===== config.mk =====
export PLATFORM = sky130hd
export DESIGN_NAME = timer_top
export DESIGN_NICKNAME = d
export VERILOG_FILES = /design/src/timer_pkg.sv /design/src/timer_chan.sv /design/src/timer_top.sv
export VERILOG_INCLUDE_DIRS = /design/src
export SDC_FILE = /design/constraint.sdc
export NUM_CORES = 1
export LEC_CHECK = 0
export BUFFER_PORTS_ARGS = -buffer_cell sky130_fd_sc_hd__buf_2
export CORE_MARGIN = 5
export CORE_UTILIZATION = 40
export CTS_CLUSTER_SIZE = 30
export DETAILED_ROUTE_END_ITERATION = 16
export PLACE_DENSITY = 0.68
export REMOVE_ABC_BUFFERS = 1
export SYNTH_ARGS = -nofsm -noshare
export SYNTH_HDL_FRONTEND = slang
export SYNTH_HIERARCHICAL = 1
export SYNTH_SLANG_ARGS = --single-unit

===== constraint.sdc =====
create_clock -name CLK -period 4.9 [get_ports CLK]
set_clock_uncertainty 0.15 [all_clocks]
set_input_delay 0 -clock CLK [delete_from_list [all_inputs] [get_ports CLK]]
set_output_delay 0 -clock CLK [all_outputs]
set_load 0.005 [all_outputs]

===== src/timer_cfg.svh =====
// Constants of the dual timer: register offsets, field positions, resets.
// Assumes inclusion by the timer package and by every timer design file.
`ifndef TIMER_CFG_SVH
`define TIMER_CFG_SVH
`define TMR_CNT_W 16
`define TMR_PRE_W 8
`define TMR_DIV_W 4
`define TMR_CTL_W 16
`define TMR_CTL_OFS 4'h0
`define TMR_REF_OFS 4'h4
`define TMR_CAP_OFS 4'h8
`define TMR_CNT_OFS 4'hc
`define TMR_STAT_ADDR 8'h80
`define TMR_CLR_ADDR 8'h84
`define TMR_IEN_ADDR 8'h88
`define TMR_EN_BIT 0
`define TMR_SEL_LSB 1
`define TMR_EDGE_LSB 3
`define TMR_TOG_BIT 5
`define TMR_OE_BIT 6
`define TMR_PRE_LSB 8
`define TMR_CTL_RST 16'h0000
`define TMR_REF_RST 16'hffff
`define TMR_OUT_IDLE 1'b1
`endif


===== src/timer_pkg.sv =====
// Types shared by the dual timer top and its channel.
// Assumes timer_cfg.svh is on the include path.
`include "timer_cfg.svh"
package timer_pkg;
    typedef enum logic [1:0] {CLK_DIV1, CLK_DIV16, CLK_EVENT, CLK_OFF}
        clk_sel_type;
    typedef struct packed {
        logic en;
        clk_sel_type sel;
        logic [1:0] edge_sel;
        logic toggle;
        logic out_en;
        logic [`TMR_PRE_W-1:0] presc;
        logic [`TMR_CNT_W-1:0] refv;
    } chan_ctl_type;
    typedef struct packed {
        logic tick;
        logic cap_evt;
        logic ref_evt;
    } chan_evt_type;
endpackage : timer_pkg


===== src/timer_chan.sv =====
// One timer channel: prescaler, free-running counter, capture and compare.
// Assumes control comes from registers and the input is synchronous.
`include "timer_cfg.svh"
module timer_chan (
    // Clock and reset
    input wire logic clk,
    input wire logic arst_n,
    // Control from the register file
    input wire timer_pkg::chan_ctl_type ctl,
    input wire logic div16_tick,
    input wire logic cnt_clr,
    // Pins
    input wire logic tin,
    output logic tout_n,
    // Results
    output timer_pkg::chan_evt_type evt,
    output logic [`TMR_CNT_W-1:0] cnt,
    output logic [`TMR_CNT_W-1:0] cap
);
    typedef struct packed {
        logic [`TMR_PRE_W-1:0] presc;
        logic [`TMR_CNT_W-1:0] cnt;
        logic [`TMR_CNT_W-1:0] cap;
        logic tin_prev;
        logic tout_n;
    } chan_state_type;

    chan_state_type q;
    chan_state_type d;
    logic rise;
    logic fall;
    logic edge_hit;
    logic src;
    logic [`TMR_CNT_W-1:0] cnt_next;

    ////////////////////////////////////////////////////////////////////////
    always_comb
    begin
        d = q;
        evt = '0;
        rise = tin & ~q.tin_prev;
        fall = ~tin & q.tin_prev;
        edge_hit = (ctl.edge_sel[0] & rise) | (ctl.edge_sel[1] & fall);
        src = (ctl.sel == timer_pkg::CLK_DIV1) ||
            ((ctl.sel == timer_pkg::CLK_DIV16) && div16_tick);
        cnt_next = q.cnt + `TMR_CNT_W'(1);
        d.tin_prev = tin;
        if (!ctl.en)
        begin
            d.presc = '0;
        end
        else if (ctl.sel == timer_pkg::CLK_EVENT)
        begin
            evt.tick = edge_hit;
        end
        else if (src)
        begin
            if (q.presc == ctl.presc)
            begin
                evt.tick = 1'b1;
                d.presc = '0;
            end
            else
            begin
                d.presc = q.presc + `TMR_PRE_W'(1);
            end
        end
        // The count wraps through zero; the enable or the CLK_OFF source stops it.
        if (evt.tick)
        begin
            d.cnt = cnt_next;
        end
        evt.ref_evt = evt.tick && (cnt_next == ctl.refv);
        evt.cap_evt = ctl.en && edge_hit && (ctl.sel != timer_pkg::CLK_EVENT);
        if (evt.cap_evt)
        begin
            d.cap = q.cnt;
        end
        if (evt.ref_evt && ctl.out_en)
        begin
            d.tout_n = ctl.toggle ? ~q.tout_n : 1'b0;
        end
        else if (!ctl.toggle)
        begin
            d.tout_n = `TMR_OUT_IDLE;
        end
        if (cnt_clr)
        begin
            d.cnt = '0;
            d.presc = '0;
        end
    end

    always_ff @(posedge clk or negedge arst_n)
    begin
        if (!arst_n)
        begin
            q <= '{tout_n: `TMR_OUT_IDLE, default: '0};
        end
        else
        begin
            q <= d;
        end
    end

    assign cnt = q.cnt;
    assign cap = q.cap;
    assign tout_n = q.tout_n;
endmodule : timer_chan


===== src/timer_top.sv =====
// Dual general-purpose timer with an APB register file and one interrupt.
// Assumes a 20 MHz bus clock and timer inputs synchronous to it.
//
// The APB slave port and the register addresses were left to the implementer.
`include "timer_cfg.svh"
module timer_top #(
    parameter int NCH = 2
) (
    // Clock and reset
    input wire logic CLK,
    input wire logic ARST_N,
    // APB slave
    input wire logic PSEL,
    input wire logic PENABLE,
    input wire logic PWRITE,
    input wire logic [7:0] PADDR,
    input wire logic [31:0] PWDATA,
    output logic [31:0] PRDATA,
    output logic PREADY,
    output logic PSLVERR,
    // Timer pins
    input wire logic [NCH-1:0] TIN,
    output logic [NCH-1:0] TOUT_N,
    // Interrupt
    output logic IRQ
);
    // Eight channels fill the low half of the map; more would hit status.
    initial
    begin
        if (NCH < 1 || NCH > 8)
        begin
            $error("NCH must lie between 1 and 8.");
        end
    end

    typedef struct packed {
        logic [NCH-1:0][`TMR_CTL_W-1:0] ctl;
        logic [NCH-1:0][`TMR_CNT_W-1:0] refv;
        logic [2*NCH-1:0] stat;
        logic [2*NCH-1:0] ien;
        logic irq;
        logic [`TMR_DIV_W-1:0] div;
        logic ready;
        logic slverr;
        logic [31:0] rdata;
    } state_type;

    localparam state_type RST = '{
        ctl: {NCH{`TMR_CTL_RST}},
        refv: {NCH{`TMR_REF_RST}},
        default: '0
    };

    state_type q;
    state_type d;
    timer_pkg::chan_ctl_type [NCH-1:0] ctl;
    timer_pkg::chan_evt_type [NCH-1:0] evt;
    logic [NCH-1:0][`TMR_CNT_W-1:0] cnt;
    logic [NCH-1:0][`TMR_CNT_W-1:0] cap;
    logic [NCH-1:0] cnt_clr;
    logic [2*NCH-1:0] set;
    logic div16_tick;
    logic setup;
    logic acc_wr;
    logic chan_hit;
    logic [2:0] idx;
    logic [3:0] ofs;

    ////////////////////////////////////////////////////////////////////////
    // Field decode and channels.
    assign div16_tick = &q.div;
    assign idx = PADDR[6:4];
    assign ofs = PADDR[3:0];
    assign chan_hit = !PADDR[7] && (32'(idx) < NCH);
    assign acc_wr = PSEL && PENABLE && q.ready && PWRITE;

    for (genvar i = 0; i < NCH; i++)
    begin : g_ch
        assign ctl[i].en = q.ctl[i][`TMR_EN_BIT];
        assign ctl[i].sel = timer_pkg::clk_sel_type'(
            q.ctl[i][`TMR_SEL_LSB +: 2]);
        assign ctl[i].edge_sel = q.ctl[i][`TMR_EDGE_LSB +: 2];
        assign ctl[i].toggle = q.ctl[i][`TMR_TOG_BIT];
        assign ctl[i].out_en = q.ctl[i][`TMR_OE_BIT];
        assign ctl[i].presc = q.ctl[i][`TMR_PRE_LSB +: `TMR_PRE_W];
        assign ctl[i].refv = q.refv[i];
        assign cnt_clr[i] = acc_wr && chan_hit && (32'(idx) == i) &&
            (ofs == `TMR_CNT_OFS);
        assign set[2*i] = evt[i].cap_evt;
        assign set[2*i+1] = evt[i].ref_evt;

        timer_chan u_chan (
            .clk(CLK),
            .arst_n(ARST_N),
            .ctl(ctl[i]),
            .div16_tick(div16_tick),
            .cnt_clr(cnt_clr[i]),
            .tin(TIN[i]),
            .tout_n(TOUT_N[i]),
            .evt(evt[i]),
            .cnt(cnt[i]),
            .cap(cap[i])
        );
    end

    ////////////////////////////////////////////////////////////////////////
    // Register file and interrupt.
    always_comb
    begin
        d = q;
        setup = PSEL && !PENABLE;
        d.div = q.div + `TMR_DIV_W'(1);
        d.ready = setup;
        d.slverr = 1'b0;
        // Read data is fetched in setup so that PRDATA leaves a flop.
        if (setup)
        begin
            d.rdata = '0;
            if (chan_hit && ofs == `TMR_CTL_OFS)
            begin
                d.rdata = 32'(q.ctl[idx]);
            end
            else if (chan_hit && ofs == `TMR_REF_OFS)
            begin
                d.rdata = 32'(q.refv[idx]);
            end
            else if (chan_hit && ofs == `TMR_CAP_OFS)
            begin
                d.rdata = 32'(cap[idx]);
            end
            else if (chan_hit && ofs == `TMR_CNT_OFS)
            begin
                d.rdata = 32'(cnt[idx]);
            end
            else if (PADDR == `TMR_STAT_ADDR)
            begin
                d.rdata = 32'(q.stat);
            end
            else if (PADDR == `TMR_IEN_ADDR)
            begin
                d.rdata = 32'(q.ien);
            end
            else if (PADDR != `TMR_CLR_ADDR)
            begin
                d.slverr = 1'b1;
            end
        end
        else
        begin
            d.slverr = q.slverr && !q.ready;
        end
        d.stat = q.stat;
        if (acc_wr && !q.slverr)
        begin
            if (chan_hit && ofs == `TMR_CTL_OFS)
            begin
                d.ctl[idx] = PWDATA[`TMR_CTL_W-1:0];
            end
            else if (chan_hit && ofs == `TMR_REF_OFS)
            begin
                d.refv[idx] = PWDATA[`TMR_CNT_W-1:0];
            end
            else if (PADDR == `TMR_CLR_ADDR)
            begin
                d.stat = q.stat & ~PWDATA[2*NCH-1:0];
            end
            else if (PADDR == `TMR_IEN_ADDR)
            begin
                d.ien = PWDATA[2*NCH-1:0];
            end
        end
        // A new event in the clearing cycle survives the clear.
        d.stat = d.stat | set;
        d.irq = |(d.stat & d.ien);
    end

    always_ff @(posedge CLK or negedge ARST_N)
    begin
        if (!ARST_N)
        begin
            q <= RST;
        end
        else
        begin
            q <= d;
        end
    end

    assign PRDATA = q.rdata;
    assign PREADY = q.ready;
    assign PSLVERR = q.slverr;
    assign IRQ = q.irq;

    // Set wins over clear so that no event is lost to a late clear.
    for (genvar j = 0; j < 2*NCH; j++)
    begin : g_stat_chk

    end

    for (genvar i = 0; i < NCH; i++)
    begin : g_chk

    end
endmodule : timer_top


# Word-level counts from Yosys, hierarchy flattened
# Index checks and enable logic that the tools add are counted.
op_classes:
  add_sub_neg: 5
  magnitude_cmp: 3
  eq_ne: 24
  muxes: 58
  bitwise: 21
  reduce_logical: 45
op_table:
  columns: ["cell", "count"]
  rows:
  - ["$mux 16", 15]
  - ["$mux 8", 11]
  - ["$bwmux 32", 2]
  - ["$mux 24", 2]
  - ["$add 16x1->16 const B", 2]
  - ["$eq 16x16->1", 2]
  - ["$logic_and 1x1->1", 27]
  - ["$eq 8x8->1 const B", 3]
  - ["$mux 1", 22]
  - ["$mux 4", 5]
  - ["$add 8x1->8 const B", 2]
  - ["$demux 16 s1", 1]
  - ["$eq 8x8->1", 2]
  - ["$and 1x1->1", 8]
  - ["$and 4x4->4", 2]
  - ["$eq 4x4->1 const B", 2]
  - ["$ne 8x8->1 const B", 1]
  - ["$not 1->1", 7]
  - ["$lt 3x2->1 const B", 2]
  - ["$ne 3x1->1 const B", 2]
  - ["$ne 3x2->1 const B", 2]
  - ["$reduce_and 2->1", 3]
  - ["$add 4x1->4 const B", 1]
  - ["$eq 2x1->1 const B", 2]
  - ["18 further kinds", 28]
totals:
  reg_bits: 195
  in_bits: 47
  elab_cells: 177

# Longest topological paths before layout
# Gate-level depths: netlist of run 1.
logic_depth:
  ltp_word: 10
  mapped_depth: 12
  ltp_nobuf: 11

# Hierarchy
# Netlist of run 1, hierarchy kept.
modules_own_cells:
  columns: ["module", "instances", "cells_per_inst", "area_each_um2", "seq_area_each_um2"]
  rows:
  - ["timer_chan", 2, 315, 2880.3, 1052.3]
  - ["timer_top", 1, 412, 5099.9, 2417.3]

# Least setup slack after synthesis of run 1
# OpenSTA, ideal clock, no wires.
synth_path:
  kind: "flip-flop to flip-flop"
  start: "reg q[34] in the netlist's numbering"
  end: "reg q (netlist bit IRQ)"
  setup_time_ns: 0.090
  arrival_ns: 2.378
  t_required_ns: 4.660
  path_slack_ns: 2.282
  stages_incl_launch_ff: 13
  n_path_buf: 1
  period_less_slack_ns: 2.618
  path_cell_list: "dfrtp_1 > ha_1 > and3_1 > inv_1 > a21o_1 > or4_4 > buf_6 > nand2_1 > nor4bb_1 > and4b_1 > nand2b_1 > o22ai_1 > o2111ai_1"
synth_lines:
  columns: ["element", "line_no", "text"]
  rows:
  - ["start: declaration", "timer_top.sv:54", "state_type q;"]
  - ["start signal: assignment", "timer_top.sv:181", "q <= RST;"]
  - ["start signal: assignment", "timer_top.sv:185", "q <= d;"]

==> impl_metrics.json, run 1 <==
{
  "cts-resized-gates": 0,
  "crit_fanout": 9,
  "drt-total-wl_um": 27500,
  "via_per_inst": 5.71,
  "r2r_slack_ps": 1600,
  "yosys.area_share.simple": 0.138,
  "synth-seq-cells": 179,
  "rsz0062_at_grt": "no",
  "synthCells": 1042,
  "r2r_cells": 10,
  "die_h_um": 175,
  "overflow": 0,
  "status": "finished clean",
  "grt_pass1_wl_um": 44100,
  "r2r_start": "g_ch[1].u_chan/cnt[0]$_DFFE_PN0P_",
  "cp.arrival_ps": 3500,
  "syn_area_um2": 10900,
  "synth_area_leaders": "dfrtp_1 33%, mux2_2 8.9%, dfstp_2 8.2%",
  "wl_per_cell_um": 20.1,
  "synth_cell_types": 71,
  "slew_headroom": 0.239,
  "core_area_um2": 26900,
  "clock_tree.buffer_depth": 2,
  "grt_antenna_before_repair": 0,
  "ys_seq_area_frac": 0.416,
  "hold_viol": 0,
  "crit_start": "g_ch[1].u_chan/cnt[0]$_DFFE_PN0P_",
  "startpoint_type": "register",
  "synth_xor_area_frac": 0.0694,
  "placed_area_um2": 10700,
  "slew_viol_final": 0,
  "synth_edf_count": 0,
  "synth_top_family_by_area": "multiplexers",
  "drtIter0Drc": 613,
  "setup_viol": 0,
  "portBuffers": 51,
  "hp-class": "input pin to register",
  "netlist.area_leader.share": 0.334,
  "grt_usage": 0.182,
  "hpwl_um": 19100,
  "powerDensity_nw_per_um2": 261,
  "cts_tree": "built",
  "fin_tns_setup_ps": 0,
  "ioPinCount": 84,
  "path_class": "register to register",
  "cts_made_buffers": 17,
  "die_x_um": 175,
  "post-cts-setup-buffers": 0,
  "yosysWarningCount": 6,
  "initial_core_util": 0.404,
  "clkLatencyLatePin_ps": 440,
  "row_count": 60,
  "cp_data_required_time_ps": 5100,
  "ys.flop_type": "dfrtp_1",
  "h-tree-depth": 4,
  "clock.fmax_ghz": 0.303,
  "grt_pass1_vias": 7703,
  "cts_num_sinks": 179,
  "synth.avg_cell_area_um2": 10.4,
  "vias": 7822,
  "grt_max_degree": 104,
  "tightest_slew_ps": 1140,
  "synth_top_area_cell": "dfrtp_1",
  "drive_above_1_share": 0.255,
  "p_leak_nw": 5.02,
  "synth_fa_ha_area_frac": 0.00576,
  "gp_congestion": 0.925,
  "final_common_cell": "dfrtp_1",
  "finalCritPeriodShare": 0.674,
  "max_cap_violations": 0,
  "first_pass_iters": 5,
  "ys_async_sr_fraction": 1.00,
  "synth-compound-area-share": 0.111,
  "cp-endpoint": "IRQ$_DFF_PN0_",
  "antenna_cells": 0,
  "drc_errors": 0,
  "dp_cells": 1313,
  "area_growth_pct": 6.66,
  "post-route-cell-area_um2": 11600,
  "timing.rr.end": "IRQ$_DFF_PN0_",
  "period_needed_ps": 3300,
  "power_mw": 3.03,
  "post_layout_nonfiller_instances": 1370,
  "final_nets": 1068,
  "clkTransAtPathRegs_ps": 80,
  "synth.area.mux_share": 0.163,
  "clock-root-buffer": "clkbuf_16",
  "ant_nets": 0,
  "hold_buffers": 25,
  "dieArea_um2": 30500,
  "ir_worst_vdd_uv": 249,
  "mostFrequentLayoutCells": "145 x dfrtp_1, 86 x mux2_2, 71 x nor2_1, 65 x xnor2_1, 55 x a21oi_1",
  "holdWs_ps": 18.0,
  "crit_path_end_kind": "register"
}
where the power goes:
| part | switching (mW) | internal [mW] | leakage, nW |
|---|---|---|---|
| combinational | 0.0956 | 0.0524 | 2.52 |
| clock | 0.658 | 0.727 | 0.284 |
| sequential | 0.00900 | 1.49 | 2.22 |
metrics by stage:
stage          setup slack [ps]   util
2_1_floorplan              1550      -
3_3_place_gp               1750  0.400
3_5_place_dp               1640  0.400
4_1_cts                    1630  0.431
5_1_grt                    1420  0.431
6_report                   1600  0.431
worst max-delay path, stage by stage (launching register included):
cell and delay, ps:
dfrtp_1 550, ha_1 320, nand3_1 330, nor3_1 360, o211a_1 200, o221ai_1 170
nor4bb_1 300, and4b_1 360, nand2b_1 140, o22ai_1 90, o2111ai_1 230
cell type report:
type                            instances  area, um2
Clock buffer                           17        425
Inverter                               20       75.1
Clock inverter                         15        160
Tap cell                              341        427
Timing Repair Buffer                   87        597
Sequential cell                       179       4520
Fill cell                            2545      15300
Multi-Input combinational cell        711       5380
layer usage:
layer | vias up | wire [um] | global-route usage
li1 | 3577 | - | -
met1 | 3974 | 12500 | 0.248
met2 | 228 | 13100 | 0.292
met3 | 43 | 1150 | 0.0320
met4 | 0 | 771 | 0.0632
met5 | - | 0 | 0
cells in the mapped netlist (all sizes together) (9+ instances only):
cell / number
o21ai: 47
nor2: 72
nand3b: 11
a21oi: 55
dfrtp: 145
xnor2: 65
inv: 19
dfstp: 34
clkbuf: 20
nand3: 27
mux4: 11
buf: 127
a211oi: 18
nand4: 17
and3: 9
nor2b: 10
nor3: 13
nand2: 51
o22ai: 13
mux2: 97
mux2i: 39
xor2: 21
logic make-up after synthesis:
group	count (synthesis)
and+or+nand+nor	267
AOI/OAI and AO/OA	190
DFF	179
buffers and inverters	167
muxes	147
xor gates and xnor gates	86
adders and majority gates	5
other	1
worst min path at each step:
stage | startpoint | end | slack [ps] | cells after the start
2_1_floorplan | ARST_N | IRQ$_DFF_PN0_ | -450 | 0
3_3_place_gp | TIN[1] | g_ch[1].u_chan/q[1]$_DFF_PN0_ | -20 | 1
3_5_place_dp | TIN[1] | g_ch[1].u_chan/q[1]$_DFF_PN0_ | -10 | 1
4_1_cts | PADDR[2] | PRDATA[10]$_DFFE_PN0P_ | 4 | 4
5_1_grt | PADDR[2] | PRDATA[10]$_DFFE_PN0P_ | 40 | 4
6_report | PADDR[2] | PRDATA[10]$_DFFE_PN0P_ | 20 | 4
state kept, by name, summed over array words and instances, names as in the netlist:
name                flops
IRQ                     1
g_ch.u_chan/cap        32
PRDATA                 16
g_ch.u_chan/q          18
PREADY                  1
g_ch.u_chan/cnt        32
PSLVERR                 1
g_ch.u_chan/tout_n      2
ctl                    62
q                      14
(Power assumes the default switching activity.)
==> run 2: changes to the inputs <==
--- a/config.mk
+++ b/config.mk
@@ -11,7 +11,7 @@
 export CORE_UTILIZATION = 40
 export CTS_CLUSTER_SIZE = 30
 export DETAILED_ROUTE_END_ITERATION = 16
-export PLACE_DENSITY = 0.68
+export PLACE_DENSITY = 0.7
 export REMOVE_ABC_BUFFERS = 1
 export SYNTH_ARGS = -nofsm -noshare
 export SYNTH_HDL_FRONTEND = slang
==> constraint.sdc (replaced) <==
create_clock -name CLK -period 2.75 [get_ports CLK]
set_clock_uncertainty 0.15 [all_clocks]
set_input_delay 0 -clock CLK [delete_from_list [all_inputs] [get_ports CLK]]
set_output_delay 0 -clock CLK [all_outputs]
set_load 0.005 [all_outputs]
==> impl_metrics.json, run 2 (same netlist as run 1, synthesis figures left out) <==
{
  "ioPinCount": 84,
  "mostFrequentLayoutCells": "144 x dfrtp_1, 86 x mux2_2, 71 x nor2_1, 65 x xnor2_1, 60 x buf_4",
  "status": "finished clean",
  "grt_pass1_wl_um": 45300,
  "multi_input_area_um2": 5420,
  "antenna_cells": 0,
  "clock.fmax_ghz": 0.373,
  "fill_cells": 2471,
  "gp_congestion": 0.945,
  "seq_area_um2": 4520,
  "slew_headroom": 0.156,
  "placed_area_um2": 11100,
  "area_growth_pct": 11.1,
  "r2r_start": "q[34]$_DFF_PN0_",
  "cpMostUsedCell": "dlygate4sd3_1",
  "final_common_cell": "dfrtp_1",
  "powerDensity_nw_per_um2": 449,
  "hp-start": "PSEL",
  "crit_start": "PADDR[6]",
  "row_count": 60,
  "wl_per_cell_um": 20.4,
  "max_cap_violations": 0,
  "holdWs_ps": 43.2,
  "ant_nets": 0,
  "clock-root-buffer": "clkbuf_16",
  "hold_viol": 0,
  "overflow": 0,
  "path_cells": "dlygate4sd3_1, buf_2, or4_4, or3_4, nor2_8, nand4_4, mux2_4, dlygate4sd3_1",
  "h-tree-depth": 4,
  "rsz0062_at_grt": "yes",
  "finalCritPeriodShare": 0.974,
  "cts_tree": "built",
  "r2r_cells": 11,
  "drtIter0Drc": 648,
  "die_h_um": 175,
  "grt_max_degree": 66,
  "core_area_um2": 26900,
  "cp.arrival_ps": 2840,
  "crit_fanout": 7,
  "clkLatencyLatePin_ps": 440,
  "via_per_inst": 5.67,
  "cts_made_buffers": 17,
  "hpwl_um": 20800,
  "final_nets": 1121,
  "dieArea_um2": 30500,
  "vias": 8068,
  "period_needed_ps": 2680,
  "cts_num_sinks": 179,
  "startpoint_type": "input pin",
  "setup_viol": 0,
  "max_stage_delay_ps": 550,
  "clock_tree.buffer_depth": 2,
  "grt_usage": 0.188,
  "initial_core_util": 0.404,
  "tightest_slew_ps": 1270,
  "ir_worst_vdd_uv": 433,
  "clkTransAtPathRegs_ps": 70,
  "grt_antenna_before_repair": 1,
  "die_x_um": 175,
  "slowest_stage": "dlygate4sd3_1",
  "first_pass_iters": 5,
  "fin_tns_setup_ps": 0,
  "hp-class": "input pin to register",
  "min_path_cells": 4,
  "portBuffers": 51,
  "largest_reg_flops": 62,
  "path_class": "input pin to register",
  "drive_above_1_share": 0.299,
  "grt_pass1_vias": 8062,
  "drt-total-wl_um": 29000,
  "cp_data_required_time_ps": 2920,
  "crit_path_end_kind": "register",
  "slew_viol_final": 0,
  "p_leak_nw": 5.31,
  "drc_errors": 0,
  "post-route-cell-area_um2": 12100
}
==> run 2: cell types whose count changed in the layout (fill, tap and decap cells not counted), moves of 2 or more <==
| cell | previous run | this run |
|---|---|---|
| nor3_2 | 3 | 5 |
| nand2_1 | 50 | 48 |
| buf_12 | 0 | 3 |
| inv_6 | 7 | 3 |
| clkinv_4 | 1 | 4 |
| clkinvlp_4 | 2 | 0 |
| inv_8 | 4 | 1 |
| buf_4 | 12 | 60 |
| clkinv_2 | 0 | 4 |
| dlygate4sd3_1 | 25 | 27 |
==> run 2: path summary, 6_finish.rpt <==
| kind | to | slack (ps) |
|---|---|---|
| worst max-delay path | ctl[56]$_DFFE_PN0P_ | 70 |
| worst min-delay path | PRDATA[5]$_DFFE_PN0P_ | 40 |
| worst max register to register | IRQ$_DFF_PN0_ | 80 |
| worst min register to register | q[34]$_DFF_PN0_ | 310 |
| max in group asynchronous | g_ch[0].u_chan/q[36]$_DFFE_PN0P_ | 870 |
| min in group asynchronous | IRQ$_DFF_PN0_ | 520 |
==> run 2: critical path: cells and delay by family <==
kind / cells / cell delay [ps]
muxes: 1 / 340
buffers and inverters: 3 / 1250
and+or+nand+nor: 4 / 1240
==> run 2: where the power goes <==
part / internal, mW / leakage (nW) / switching, mW
clock: 1.38 / 0.297 / 1.10
combinational: 0.102 / 2.79 / 0.179
sequential: 2.65 / 2.22 / 0.0130
total: 4.13 / 5.31 / 1.29
==> run 2: timing repair <==
action | 4_1_cts | 5_1_grt
buffers inserted | 0 | 3
endpoints found under the setup margin | 0 | 6
resized for setup | 0 | 11
hold buffers | 27 | 0
hold endpoints to repair | 232 | 0
==> run 2: metal layers <==
metal | vias to the layer above | GRT usage | part of all wire
li1 | 3677 | - | -
met3 | 65 | 0.0279 | 0.053
met4 | 0 | 0.0723 | 0.033
met2 | 294 | 0.317 | 0.49
met1 | 4032 | 0.245 | 0.42
met5 | - | 0 | 0
==> run 2: metrics by stage <==
step	setup WS, ps	total power [mW]	utilization	cells
floorplan	-597	2.78	-	910
global placement	73.3	2.96	0.414	1361
detailed placement	-2.93	2.96	0.414	1361
CTS	4.96	5.45	0.447	1420
global route	-52.3	5.59	0.449	1423
finish	70.7	5.42	0.449	1423
==> run 2: layout make-up <==
type | instances | area share
clock inverter | 14 | 0.0126
clock buffer | 18 | 0.0364
multi-input combinational | 711 | 0.449
inverter | 20 | 0.00622
sequential | 179 | 0.375
tap | 341 | 0.0354
timing repair buffer | 140 | 0.0859
